`src/logic/ccfg_pkg.sv`:
```
package ccfg_pkg;

	// register addresses
	localparam logic [7:0] ADDR_LP_SCAN  = 8'h4b;
	localparam logic [7:0] ADDR_SCAN     = 8'h4c;
	localparam logic [7:0] ADDR_MISC     = 8'h4d;
	localparam logic [7:0] ADDR_TC3      = 8'h4e;
	localparam logic [7:0] ADDR_TC2      = 8'h52;
	localparam logic [7:0] ADDR_TC1      = 8'h56;
	localparam logic [7:0] ADDR_TC_LAST  = 8'h59;
	localparam logic [7:0] BOOT_OFFSET   = 8'h60;

	// control byte fields
	localparam int BIT_TC_EN     = 0;
	localparam int BIT_SOLAR_S3  = 1;
	localparam int BIT_DC_S3     = 2;
	localparam int BIT_LP_EN     = 3;
	localparam int BIT_RED_S2    = 4;
	localparam logic [7:0] MISC_WR_MASK = 8'h1f;

	// reset values
	localparam logic [7:0]  RST_LP_SCAN = 8'h00;
	localparam logic [7:0]  RST_SCAN    = 8'h00;
	localparam logic [7:0]  RST_MISC    = 8'h00;
	localparam logic [31:0] RST_TC      = 32'h0000_0000;

	// scan period unit: 16.66 s, kept in ms, cycles at 20 MHz
	localparam longint SCAN_UNIT_MS = 16660;
	localparam longint CLK_KHZ      = 20000;
	localparam int     SCAN_UNIT_CYCLES = int'(SCAN_UNIT_MS * CLK_KHZ);

	// threshold percentages and factor format (unity = 1 << 14)
	localparam logic [6:0]  PCT_UP      = 7'h62;
	localparam logic [6:0]  PCT_DOWN    = 7'h5f;
	localparam logic [6:0]  PCT_FULL    = 7'h64;
	localparam int          FACTOR_FRAC = 14;
	localparam logic [15:0] FACTOR_ONE  = 16'h4000;
	localparam logic [7:0]  DUTY_NOMINAL = 8'h80;

	typedef enum logic [2:0] {
		STG_UV   = 3'h0,
		STG_S0   = 3'h1,
		STG_S1   = 3'h3,
		STG_S2   = 3'h2,
		STG_S3   = 3'h6,
		STG_DONE = 3'h7
	} ccfg_stage_e;

	typedef struct packed {
		logic       wr;
		logic       rd;
		logic [7:0] addr;
		logic [7:0] wdata;
	} ccfg_req_s;

	typedef struct packed {
		logic        sign;
		logic [7:0]  exponent;
		logic [22:0] mantissa;
	} ccfg_float_s;

	typedef struct packed {
		ccfg_float_s tc3;
		ccfg_float_s tc2;
		ccfg_float_s tc1;
	} ccfg_coeff_s;

	typedef struct packed {
		logic [15:0] stage2_target;
		logic [15:0] stage3_target;
		logic [15:0] s1_to_s2;
		logic [15:0] s2_to_s1;
		logic [15:0] base_ref;
	} ccfg_volt_s;

endpackage

```
`src/logic/ccfg_top.sv`:
```
`timescale 1ns/1ns
module ccfg_top
#(
	parameter int SCAN_CYCLES = ccfg_pkg::SCAN_UNIT_CYCLES
)
(
	input  wire logic                  clk_sys_in,
	input  wire logic                  reset_in,
	input  wire ccfg_pkg::ccfg_req_s   reg_req_in,
	output logic [7:0]                 reg_rdata_out,
	output logic                       reg_rvalid_out,
	input  wire logic                  solar_powered_in,
	input  wire ccfg_pkg::ccfg_stage_e stage_in,
	input  wire logic                  stage_scan_event_in,
	input  wire logic [15:0]           stage2_voltage_at_25c_in,
	input  wire logic [15:0]           stage3_voltage_at_25c_in,
	input  wire logic [15:0]           temperature_scale_factor_in,
	output logic                       scan_request_out,
	output logic                       low_power_enable_out,
	output logic                       stage3_allowed_out,
	output logic                       comp_active_out,
	output ccfg_pkg::ccfg_coeff_s      coeff_out,
	output ccfg_pkg::ccfg_volt_s       volt_out,
	output logic                       battery_feedback_adjust_pin_out
);
	import ccfg_pkg::*;

	// register file
	logic [7:0]  lowpower_scan_period;
	logic [7:0]  solar_scan_period;
	logic [7:0]  charge_misc_control;
	logic [31:0] temp_coeff_third_order;
	logic [31:0] temp_coeff_second_order;
	logic [31:0] temp_coeff_first_order;

	// address decode; boot addresses are read only
	wire logic [7:0] boot_addr = reg_req_in.addr - BOOT_OFFSET;
	wire logic       is_boot   = reg_req_in.addr >= BOOT_OFFSET;
	wire logic [7:0] rd_addr   = is_boot ? boot_addr : reg_req_in.addr;
	wire logic       wr_ok     = reg_req_in.wr && !is_boot;
	wire logic       wr_lp     = wr_ok && reg_req_in.addr == ADDR_LP_SCAN;
	wire logic       wr_scan   = wr_ok && reg_req_in.addr == ADDR_SCAN;
	wire logic       wr_misc   = wr_ok && reg_req_in.addr == ADDR_MISC;
	wire logic       wr_tc     = wr_ok && reg_req_in.addr >= ADDR_TC3
		&& reg_req_in.addr <= ADDR_TC_LAST;
	wire logic [7:0] tc_off    = reg_req_in.addr - ADDR_TC3;
	wire logic [1:0] tc_sel    = tc_off[3:2];
	wire logic [1:0] tc_byte   = tc_off[1:0];

	// byte write into a long-word, low byte at lowest address
	function automatic logic [31:0] put_byte(
		input logic [31:0] word,
		input logic [1:0]  lane,
		input logic [7:0]  data
	);
		logic [31:0] res;
		res = word;
		res[{lane, 3'h0} +: 8] = data;
		return res;
	endfunction

	wire logic [31:0] next_tc3 =
		put_byte(temp_coeff_third_order, tc_byte, reg_req_in.wdata);
	wire logic [31:0] next_tc2 =
		put_byte(temp_coeff_second_order, tc_byte, reg_req_in.wdata);
	wire logic [31:0] next_tc1 =
		put_byte(temp_coeff_first_order, tc_byte, reg_req_in.wdata);

	// scan period and control byte writes
	always_ff @(posedge clk_sys_in or posedge reset_in)
	begin
		if (reset_in)
		begin
			lowpower_scan_period <= RST_LP_SCAN;
			solar_scan_period    <= RST_SCAN;
			charge_misc_control  <= RST_MISC;
		end
		else
		begin
			if (wr_lp)
				lowpower_scan_period <= reg_req_in.wdata;
			if (wr_scan)
				solar_scan_period <= reg_req_in.wdata;
			if (wr_misc)
				charge_misc_control <= reg_req_in.wdata & MISC_WR_MASK;
		end
	end

	// coefficient long-word writes, one byte at a time
	always_ff @(posedge clk_sys_in or posedge reset_in)
	begin
		if (reset_in)
		begin
			temp_coeff_third_order  <= RST_TC;
			temp_coeff_second_order <= RST_TC;
			temp_coeff_first_order  <= RST_TC;
		end
		else if (wr_tc)
		begin
			case (tc_sel)
				2'h0:    temp_coeff_third_order  <= next_tc3;
				2'h1:    temp_coeff_second_order <= next_tc2;
				2'h2:    temp_coeff_first_order  <= next_tc1;
				default: temp_coeff_first_order  <= temp_coeff_first_order;
			endcase
		end
	end

	// read mux over normal and boot addresses
	wire logic [7:0] rd_tc_off = rd_addr - ADDR_TC3;
	wire logic       rd_is_tc  = rd_addr >= ADDR_TC3 && rd_addr <= ADDR_TC_LAST;
	logic [31:0] rd_word;
	logic [7:0]  next_rdata;

	always_comb
	begin
		case (rd_tc_off[3:2])
			2'h0:    rd_word = temp_coeff_third_order;
			2'h1:    rd_word = temp_coeff_second_order;
			default: rd_word = temp_coeff_first_order;
		endcase
		if (rd_is_tc)
			next_rdata = rd_word[{rd_tc_off[1:0], 3'h0} +: 8];
		else if (rd_addr == ADDR_LP_SCAN)
			next_rdata = lowpower_scan_period;
		else if (rd_addr == ADDR_SCAN)
			next_rdata = solar_scan_period;
		else if (rd_addr == ADDR_MISC)
			next_rdata = charge_misc_control;
		else
			next_rdata = 8'h00;
	end

	// read data registered, one cycle after the strobe
	always_ff @(posedge clk_sys_in or posedge reset_in)
	begin
		if (reset_in)
		begin
			reg_rdata_out  <= 8'h00;
			reg_rvalid_out <= 1'b0;
		end
		else
		begin
			reg_rvalid_out <= reg_req_in.rd;
			if (reg_req_in.rd)
				reg_rdata_out <= next_rdata;
		end
	end

	// control byte fields
	wire logic reduced_stage2_voltage = charge_misc_control[BIT_RED_S2];
	wire logic low_power_enable       = charge_misc_control[BIT_LP_EN];
	wire logic dc_stage3_enable       = charge_misc_control[BIT_DC_S3];
	wire logic solar_stage3_enable    = charge_misc_control[BIT_SOLAR_S3];
	wire logic temp_comp_enable       = charge_misc_control[BIT_TC_EN];

	assign low_power_enable_out = low_power_enable;
	assign stage3_allowed_out   = solar_powered_in ? solar_stage3_enable
		: dc_stage3_enable;

	// timed scan: active period chosen by low power mode
	wire logic [7:0] active_period = low_power_enable ? lowpower_scan_period
		: solar_scan_period;
	wire logic timer_run = solar_powered_in && active_period != 8'h00;
	logic [31:0] tick_count;
	logic [7:0]  unit_count;
	logic        mode_seen;
	logic        startup_pending;
	wire logic tick_done  = tick_count == 32'(SCAN_CYCLES - 1);
	wire logic scan_due   = tick_done && unit_count == active_period - 8'h01;
	wire logic mode_moved = mode_seen != low_power_enable;

	// tick and unit counters restart on mode change or when halted
	always_ff @(posedge clk_sys_in or posedge reset_in)
	begin
		if (reset_in)
		begin
			tick_count <= 32'h0000_0000;
			unit_count <= 8'h00;
			mode_seen  <= 1'b0;
		end
		else
		begin
			mode_seen <= low_power_enable;
			if (!timer_run || mode_moved || scan_due)
			begin
				tick_count <= 32'h0000_0000;
				unit_count <= 8'h00;
			end
			else if (tick_done)
			begin
				tick_count <= 32'h0000_0000;
				unit_count <= unit_count + 8'h01;
			end
			else
				tick_count <= tick_count + 32'h0000_0001;
		end
	end

	// startup scan waits until solar power is seen
	always_ff @(posedge clk_sys_in or posedge reset_in)
	begin
		if (reset_in)
			startup_pending <= 1'b1;
		else if (solar_powered_in)
			startup_pending <= 1'b0;
	end

	// scan request pulse; nothing at all without solar supply
	wire logic next_scan = solar_powered_in
		&& ((timer_run && !mode_moved && scan_due)
		|| startup_pending || stage_scan_event_in);

	always_ff @(posedge clk_sys_in or posedge reset_in)
	begin
		if (reset_in)
			scan_request_out <= 1'b0;
		else
			scan_request_out <= next_scan;
	end

	// compensation gating and coefficient hand-off
	wire logic in_comp_stage = stage_in == STG_S2 || stage_in == STG_S3;
	wire logic comp_on = temp_comp_enable && in_comp_stage;
	wire logic [15:0] factor = comp_on ? temperature_scale_factor_in
		: FACTOR_ONE;

	assign comp_active_out = comp_on;
	assign coeff_out = {temp_coeff_third_order,
		temp_coeff_second_order, temp_coeff_first_order};

	// scale a 25 C target by the factor, saturating
	function automatic logic [15:0] scale(
		input logic [15:0] v25,
		input logic [15:0] fac
	);
		logic [31:0] prod;
		prod = v25 * fac;
		if (prod[31:30] != 2'h0)
			return 16'hffff;
		return prod[FACTOR_FRAC +: 16];
	endfunction

	// percentage of a reference voltage
	function automatic logic [15:0] pct(
		input logic [15:0] ref_v,
		input logic [6:0]  p
	);
		logic [22:0] prod;
		prod = ref_v * p;
		return 16'(prod / 23'(PCT_FULL));
	endfunction

	wire logic [15:0] vs2_comp =
		scale(stage2_voltage_at_25c_in, factor);
	wire logic [15:0] vs3_comp =
		scale(stage3_voltage_at_25c_in, factor);
	wire logic [15:0] stage2_ref = reduced_stage2_voltage ? vs3_comp
		: vs2_comp;

	ccfg_volt_s next_volt;
	assign next_volt.stage2_target = stage2_ref;
	assign next_volt.stage3_target = vs3_comp;
	assign next_volt.s1_to_s2 = pct(stage2_ref, PCT_UP);
	assign next_volt.s2_to_s1 = pct(stage2_ref, PCT_DOWN);
	assign next_volt.base_ref = vs2_comp;

	// registered voltage targets and thresholds
	always_ff @(posedge clk_sys_in or posedge reset_in)
	begin
		if (reset_in)
			volt_out <= '0;
		else
			volt_out <= next_volt;
	end

	// feedback adjust pwm: duty follows the factor
	logic [7:0]  pwm_count;
	wire logic [23:0] duty_prod = DUTY_NOMINAL * factor;
	wire logic [7:0]  duty = duty_prod[23:22] != 2'h0 ? 8'hff
		: duty_prod[FACTOR_FRAC +: 8];

	always_ff @(posedge clk_sys_in or posedge reset_in)
	begin
		if (reset_in)
		begin
			pwm_count <= 8'h00;
			battery_feedback_adjust_pin_out <= 1'b0;
		end
		else
		begin
			pwm_count <= pwm_count + 8'h01;
			battery_feedback_adjust_pin_out <= pwm_count < duty;
		end
	end

endmodule

```
`config.mk`:
```
export PLATFORM = sky130hd
export DESIGN_NAME = ccfg_top
export DESIGN_NICKNAME = d
export VERILOG_FILES = /design/src/logic/ccfg_pkg.sv /design/src/logic/ccfg_top.sv
export SDC_FILE = /design/constraint.sdc
export NUM_CORES = 2
export LEC_CHECK = 0
export BUFFER_PORTS_ARGS = -buffer_cell sky130_fd_sc_hd__buf_2
export CAP_MARGIN = 20
export CORE_ASPECT_RATIO = 2
export CORE_MARGIN = 2
export CORE_UTILIZATION = 50
export CTS_BUF_LIST = sky130_fd_sc_hd__clkbuf_16
export DETAILED_ROUTE_END_ITERATION = 8
export PLACE_DENSITY_LB_ADDON = 0.1
export SYNTH_ARGS = -nofsm -noshare
export SYNTH_HDL_FRONTEND = slang
export SYNTH_SLANG_ARGS = --single-unit
```
`constraint.sdc`:
```
create_clock -name clk_sys_in -period 30.1 [get_ports clk_sys_in]
set_input_delay 4.515 -clock clk_sys_in [delete_from_list [all_inputs] [get_ports clk_sys_in]]
set_output_delay 4.515 -clock clk_sys_in [all_outputs]
set_load 0.02 [all_outputs]
```
# Word level (Yosys, flattened, before mapping)
# Cells that the tools add are included.
# classes
div_mod_pow	2
mux	24
n_mul	4
shift	3
magnitude_cmp	6
n_reduce_logical	30
eq_ne	14
addsub	8
# op_table
op	n
32-bit bitwise mux	3
16-bit two-way mux	6
16-bit by 16-bit multiplier with 32-bit output	2
32-bit two-way mux	2
8-bit two-way mux	8
32-bit one-hot mux with 2 select lines	1
8-bit by 7-bit equality test with 1-bit output, second input constant	6
23-bit by 7-bit divider with 23-bit output, second input constant	2
32-bit by 1-bit adder with 32-bit output, second input constant	1
32-bit by 29-bit equality test with 1-bit output, second input constant	1
8-bit by 7-bit variable shift with 32-bit output, first input constant	1
32-bit by 6-bit indexed part select with 8-bit output	1
8-bit by 7-bit indexed part select with 32-bit output	1
8-bit by 7-bit >= comparator with 1-bit output, second input constant	3
16-bit by 7-bit multiplier with 23-bit output, second input constant	1
16-bit by 6-bit multiplier with 22-bit output, second input constant	1
8-bit by 1-bit adder with 8-bit output, second input constant	2
8-bit by 7-bit less-or-equal comparator with 1-bit output, second input constant	2
1-bit logical AND	13
8-bit equality test	1
8-bit less-than comparator	1
8-bit nonzero test	1
4-bit subtractor, second input constant	2
8-bit by 1-bit subtractor with 8-bit output, second input constant	1
other kinds (14)	28
# word_totals
out_inout_bits	190
wordCells	111
regBits	258

# Depth between registers and ports, before layout
# logic_depth
word_depth	11
depth_mapped	119
mapped_depth_nobuf	106

# Worst setup path after synthesis
# OpenSTA, ideal clock, no wires.
# synth_path
kind	input-to-reg
startpoint	in stage_in[1]
endpoint	reg volt_out[32] (netlist name)
path_buffers	7
stages	103
path_slack_ns	0.485
t_arrival_ns	29.470
required_time_ns	29.955
path_cell_list	nand2_1 nor2_1 clkbuf_1 clkbuf_1 clkbuf_1 and3_1 fa_1 inv_1 fa_1 fa_1 inv_1 fa_1 fa_1 inv_1 fa_1 inv_1 ha_1 a211oi_2 [... 67 more ...] a41o_1 o21ai_0 o2111a_1 o211ai_1 a211o_1 a21oi_1 or2_1 clkbuf_1 and3_1 o221ai_1 or4b_4 nor2_4 inv_4 a211oi_2 and3_2 and4bb_1 o32ai_2 o2111ai_2
# synth_rtl
item	line	source
start: declaration	ccfg_top.sv:13	input wire ccfg_pkg::ccfg_stage_e stage_in,
end signal: assignment	ccfg_top.sv:274	volt_out <= next_volt;
end: declaration	ccfg_top.sv:23	output ccfg_pkg::ccfg_volt_s volt_out,

==> impl_metrics.env <==
export IMPL_outcome="finished, final reports clean"
export IMPL_worst_pin_slew_ns=1.090
export IMPL_wl_mm=161.0
export IMPL_via_per_inst=5.921
export IMPL_fin_nets=7075
export IMPL_final_common_cell="buf_4"
export IMPL_ys_seq_elements=258
export IMPL_synth_yosys_seq_area_share_pct=14.63
export IMPL_syn_to_final_growth_pct=23.14
export IMPL_cts_tree="yes"
export IMPL_critical_path_class="in2reg"
export IMPL_design_die_area_um2=90810
export IMPL_setup_violations_final=0
export IMPL_ant_nets=0
export IMPL_critical_path_top_delay_family="compound AO/OA/AOI/OAI gates"
export IMPL_crit_slowest_cell="or4b_4"
export IMPL_critical_path_max_fanout=38
export IMPL_layout_setup_ws_ns=0.8219
export IMPL_path_buf_inv=21
export IMPL_place_congestion=0.9722
export IMPL_clk_latency_ns=0.65
export IMPL_root_buffer="clkbuf_16"
export IMPL_yosys_warnings=0
export IMPL_syn_area_um2=44130
export IMPL_ff_latch_area_um2=6457
export IMPL_synthCells=5267
export IMPL_timing_fmax_ghz=0.03416
export IMPL_fin_crit_ns=29.28
export IMPL_drv_slew=0
export IMPL_yosysUniqueCellTypes=151
export IMPL_grt_first_pass_wirelength_mm=250.8
export IMPL_slowest_delay_ns=0.63
export IMPL_cts_buffer_depth=3
export IMPL_crit_arrival_ns=29.79
export IMPL_cp_required_ns=30.61
export IMPL_grt_overflow_total=0
export IMPL_r2r_setup_slack_ns=4.14
export IMPL_portBuffers=261
export IMPL_place_area_um2=52630
export IMPL_cts_htree_levels=1
export IMPL_critical_path_endpoint_type="flip-flop"
export IMPL_synthFlopType="dfrtp_1"
export IMPL_utilization_pct=61.85
export IMPL_ios=263
export IMPL_start_kind="primary input"
export IMPL_num_vias=43920
export IMPL_fp_dieW_um=214.1
export IMPL_drive_above_1_share_pct=24.53
export IMPL_final_hold_viol_count=0
export IMPL_fillers=8147
export IMPL_slew_headroom_pct=26.76
export IMPL_cts_sinks=258
export IMPL_fin_crit_sh_pct=97.27
export IMPL_fin_area_um2=54350
export IMPL_pre_cts_ws_ns=-0.7025
export IMPL_core_area_um2=87860
export IMPL_wire_per_inst_um=21.71
export IMPL_placementRows=154
export IMPL_async_reset_ff_share_pct=100.0
export IMPL_drc=0
export IMPL_antenna_found_initial=10
export IMPL_path_clk_slew_ns=0.08
export IMPL_track_usage_pct=35.21
export IMPL_fp_dieH_um=424.2
export IMPL_synth_enable_flop_cells=0
export IMPL_fin_skew_ns=0.02156
export IMPL_hold_slack_ns=0.4816
export IMPL_dp_hpwl_mm=131.7
export IMPL_maxCapViolCount=0
export IMPL_synth_avg_cell_area_um2=8.380
export IMPL_grt_pass1_vias=46140
export IMPL_start_util_pct=50.23
export IMPL_synth_nets=6123
export IMPL_holdBufCountCts=0
export IMPL_hold_class="reg2reg"
export IMPL_layout_common_cells="buf_4, inv_1, nand2_1"
export IMPL_grt_setup_unrepaired="yes"
export IMPL_dr_pass1_iters=6
export IMPL_grt_max_degree=106
export IMPL_multi_input_area_um2=34900
export IMPL_drt_iter0_drc=2506
export IMPL_numCtsBuffers=28
-- cells by family (layout without fill, tap and decap cells) --
| logic type | after synthesis | in the layout | share of synthesized area, % |
|---|---|---|---|
| buffers and inverters | 868 | 1842 | 7.632 |
| AOI/OAI and AO/OA | 1174 | 1174 | 18.99 |
| other | 0 | 6 | 0 |
| and+or+nand+nor | 1822 | 1822 | 20.75 |
| muxes | 144 | 144 | 3.646 |
| DFF | 258 | 258 | 14.63 |
| adders and majority gates | 787 | 787 | 29.96 |
| xor gates and xnor gates | 214 | 214 | 4.391 |
-- repair_timing --
item | in CTS | in global routing
pin swaps | 2 | 32
hold endpoints to repair | 0 | 0
buffers inserted | 2 | 22
gates resized for setup | 3 | 117
endpoints found under the setup margin | 1 | 5
-- synthesized netlist by cell type (49+ instances only) --
| master | instances | share of area (%) |
|---|---|---|
| mux2_2 | 51 | 1.3 |
| o21a_1 | 49 | 0.83 |
| a21oi_1 | 230 | 2.6 |
| nand4_1 | 57 | 0.81 |
| inv_1 | 630 | 5.4 |
| and2_1 | 100 | 1.4 |
| o21ai_0 | 262 | 3.0 |
| nor2_1 | 303 | 2.6 |
| xor2_1 | 61 | 1.2 |
| and3_1 | 243 | 3.4 |
| mux2i_1 | 82 | 1.9 |
| a31oi_1 | 55 | 0.78 |
| nand3_1 | 115 | 1.3 |
| nand2_1 | 623 | 5.3 |
| ha_1 | 332 | 9.4 |
| nor3_1 | 111 | 1.3 |
| clkbuf_1 | 179 | 1.5 |
| a211oi_1 | 57 | 0.97 |
| o211ai_1 | 57 | 0.97 |
| xnor2_1 | 146 | 2.9 |
| dfrtp_1 | 257 | 15 |
| fa_1 | 451 | 20 |
-- flip-flops by register name, indices dropped and copies added (netlist names) --
name,flops
battery_feedback_adjust_pin_out,1
charge_misc_control,5
lowpower_scan_period,8
mode_seen,1
pwm_count,8
reg_rdata_out,8
reg_rvalid_out,1
scan_request_out,1
solar_scan_period,8
startup_pending,1
temp_coeff_first_order,32
temp_coeff_second_order,32
temp_coeff_third_order,32
tick_count,32
unit_count,8
volt_out,80
-- area by class of cell --
cell class / count / share of cell area (%)
well taps: 1170 / 2.694
flip-flops and latches: 258 / 11.88
clock inverters: 24 / 0.4374
diodes: 6 / 0.02763
repair buffers: 1146 / 14.98
inverters: 644 / 4.485
clock buffers: 28 / 1.289
multi-input cells: 4141 / 64.21
-- final timing paths --
path | startpoint | to | cells after the start
max | stage_in[1] | volt_out[32]$_DFF_PP0_ | 109
max reg2reg | charge_misc_control[0]$_DFFE_PP0P_ | volt_out[32]$_DFF_PP0_ | 108
min | tick_count[0]$_DFF_PP0_ | tick_count[0]$_DFF_PP0_ | 1
max in group asynchronous | reset_in | scan_request_out$_DFF_PP0_ | 4
min reg2reg | tick_count[0]$_DFF_PP0_ | tick_count[0]$_DFF_PP0_ | 1
min in group asynchronous | reset_in | tick_count[3]$_DFF_PP0_ | 2
-- through the flow --
step / TNS (ns) / instances
after floorplan: 0 / 5267
after global placement: -0.6671 / 7333
after detailed placement: -1.016 / 7333
after CTS: 0 / 7387
after global routing: -0.3718 / 7413
final: 0 / 7417
-- metal layers --
| layer | GRT usage [%] | share of wire, % | up-vias | routed length, um |
|---|---|---|---|---|
| li1 | - | - | 20210 | - |
| met3 | 5.179 | 5.0 | 733 | 8074 |
| met4 | 31.01 | 11 | 10 | 16930 |
| met5 | 0 | 0.039 | - | 63 |
| met2 | 66.68 | 53 | 1547 | 84830 |
| met1 | 32.49 | 32 | 21420 | 51110 |
-- worst reg2reg max path: cells and delay by family, from the launching register on --
family	cells	cell delay, ns
AOI/OAI and AO/OA	42	10.09
xor gates and xnor gates	2	0.27
adders and majority gates	11	4.54
buffers and inverters	21	2.97
DFF	1	0.57
muxes	1	0.09
and+or+nand+nor	31	7.27
Power is not shown: default switching activity piles up to over one toggle a cycle in this logic, so the estimate is an artifact.
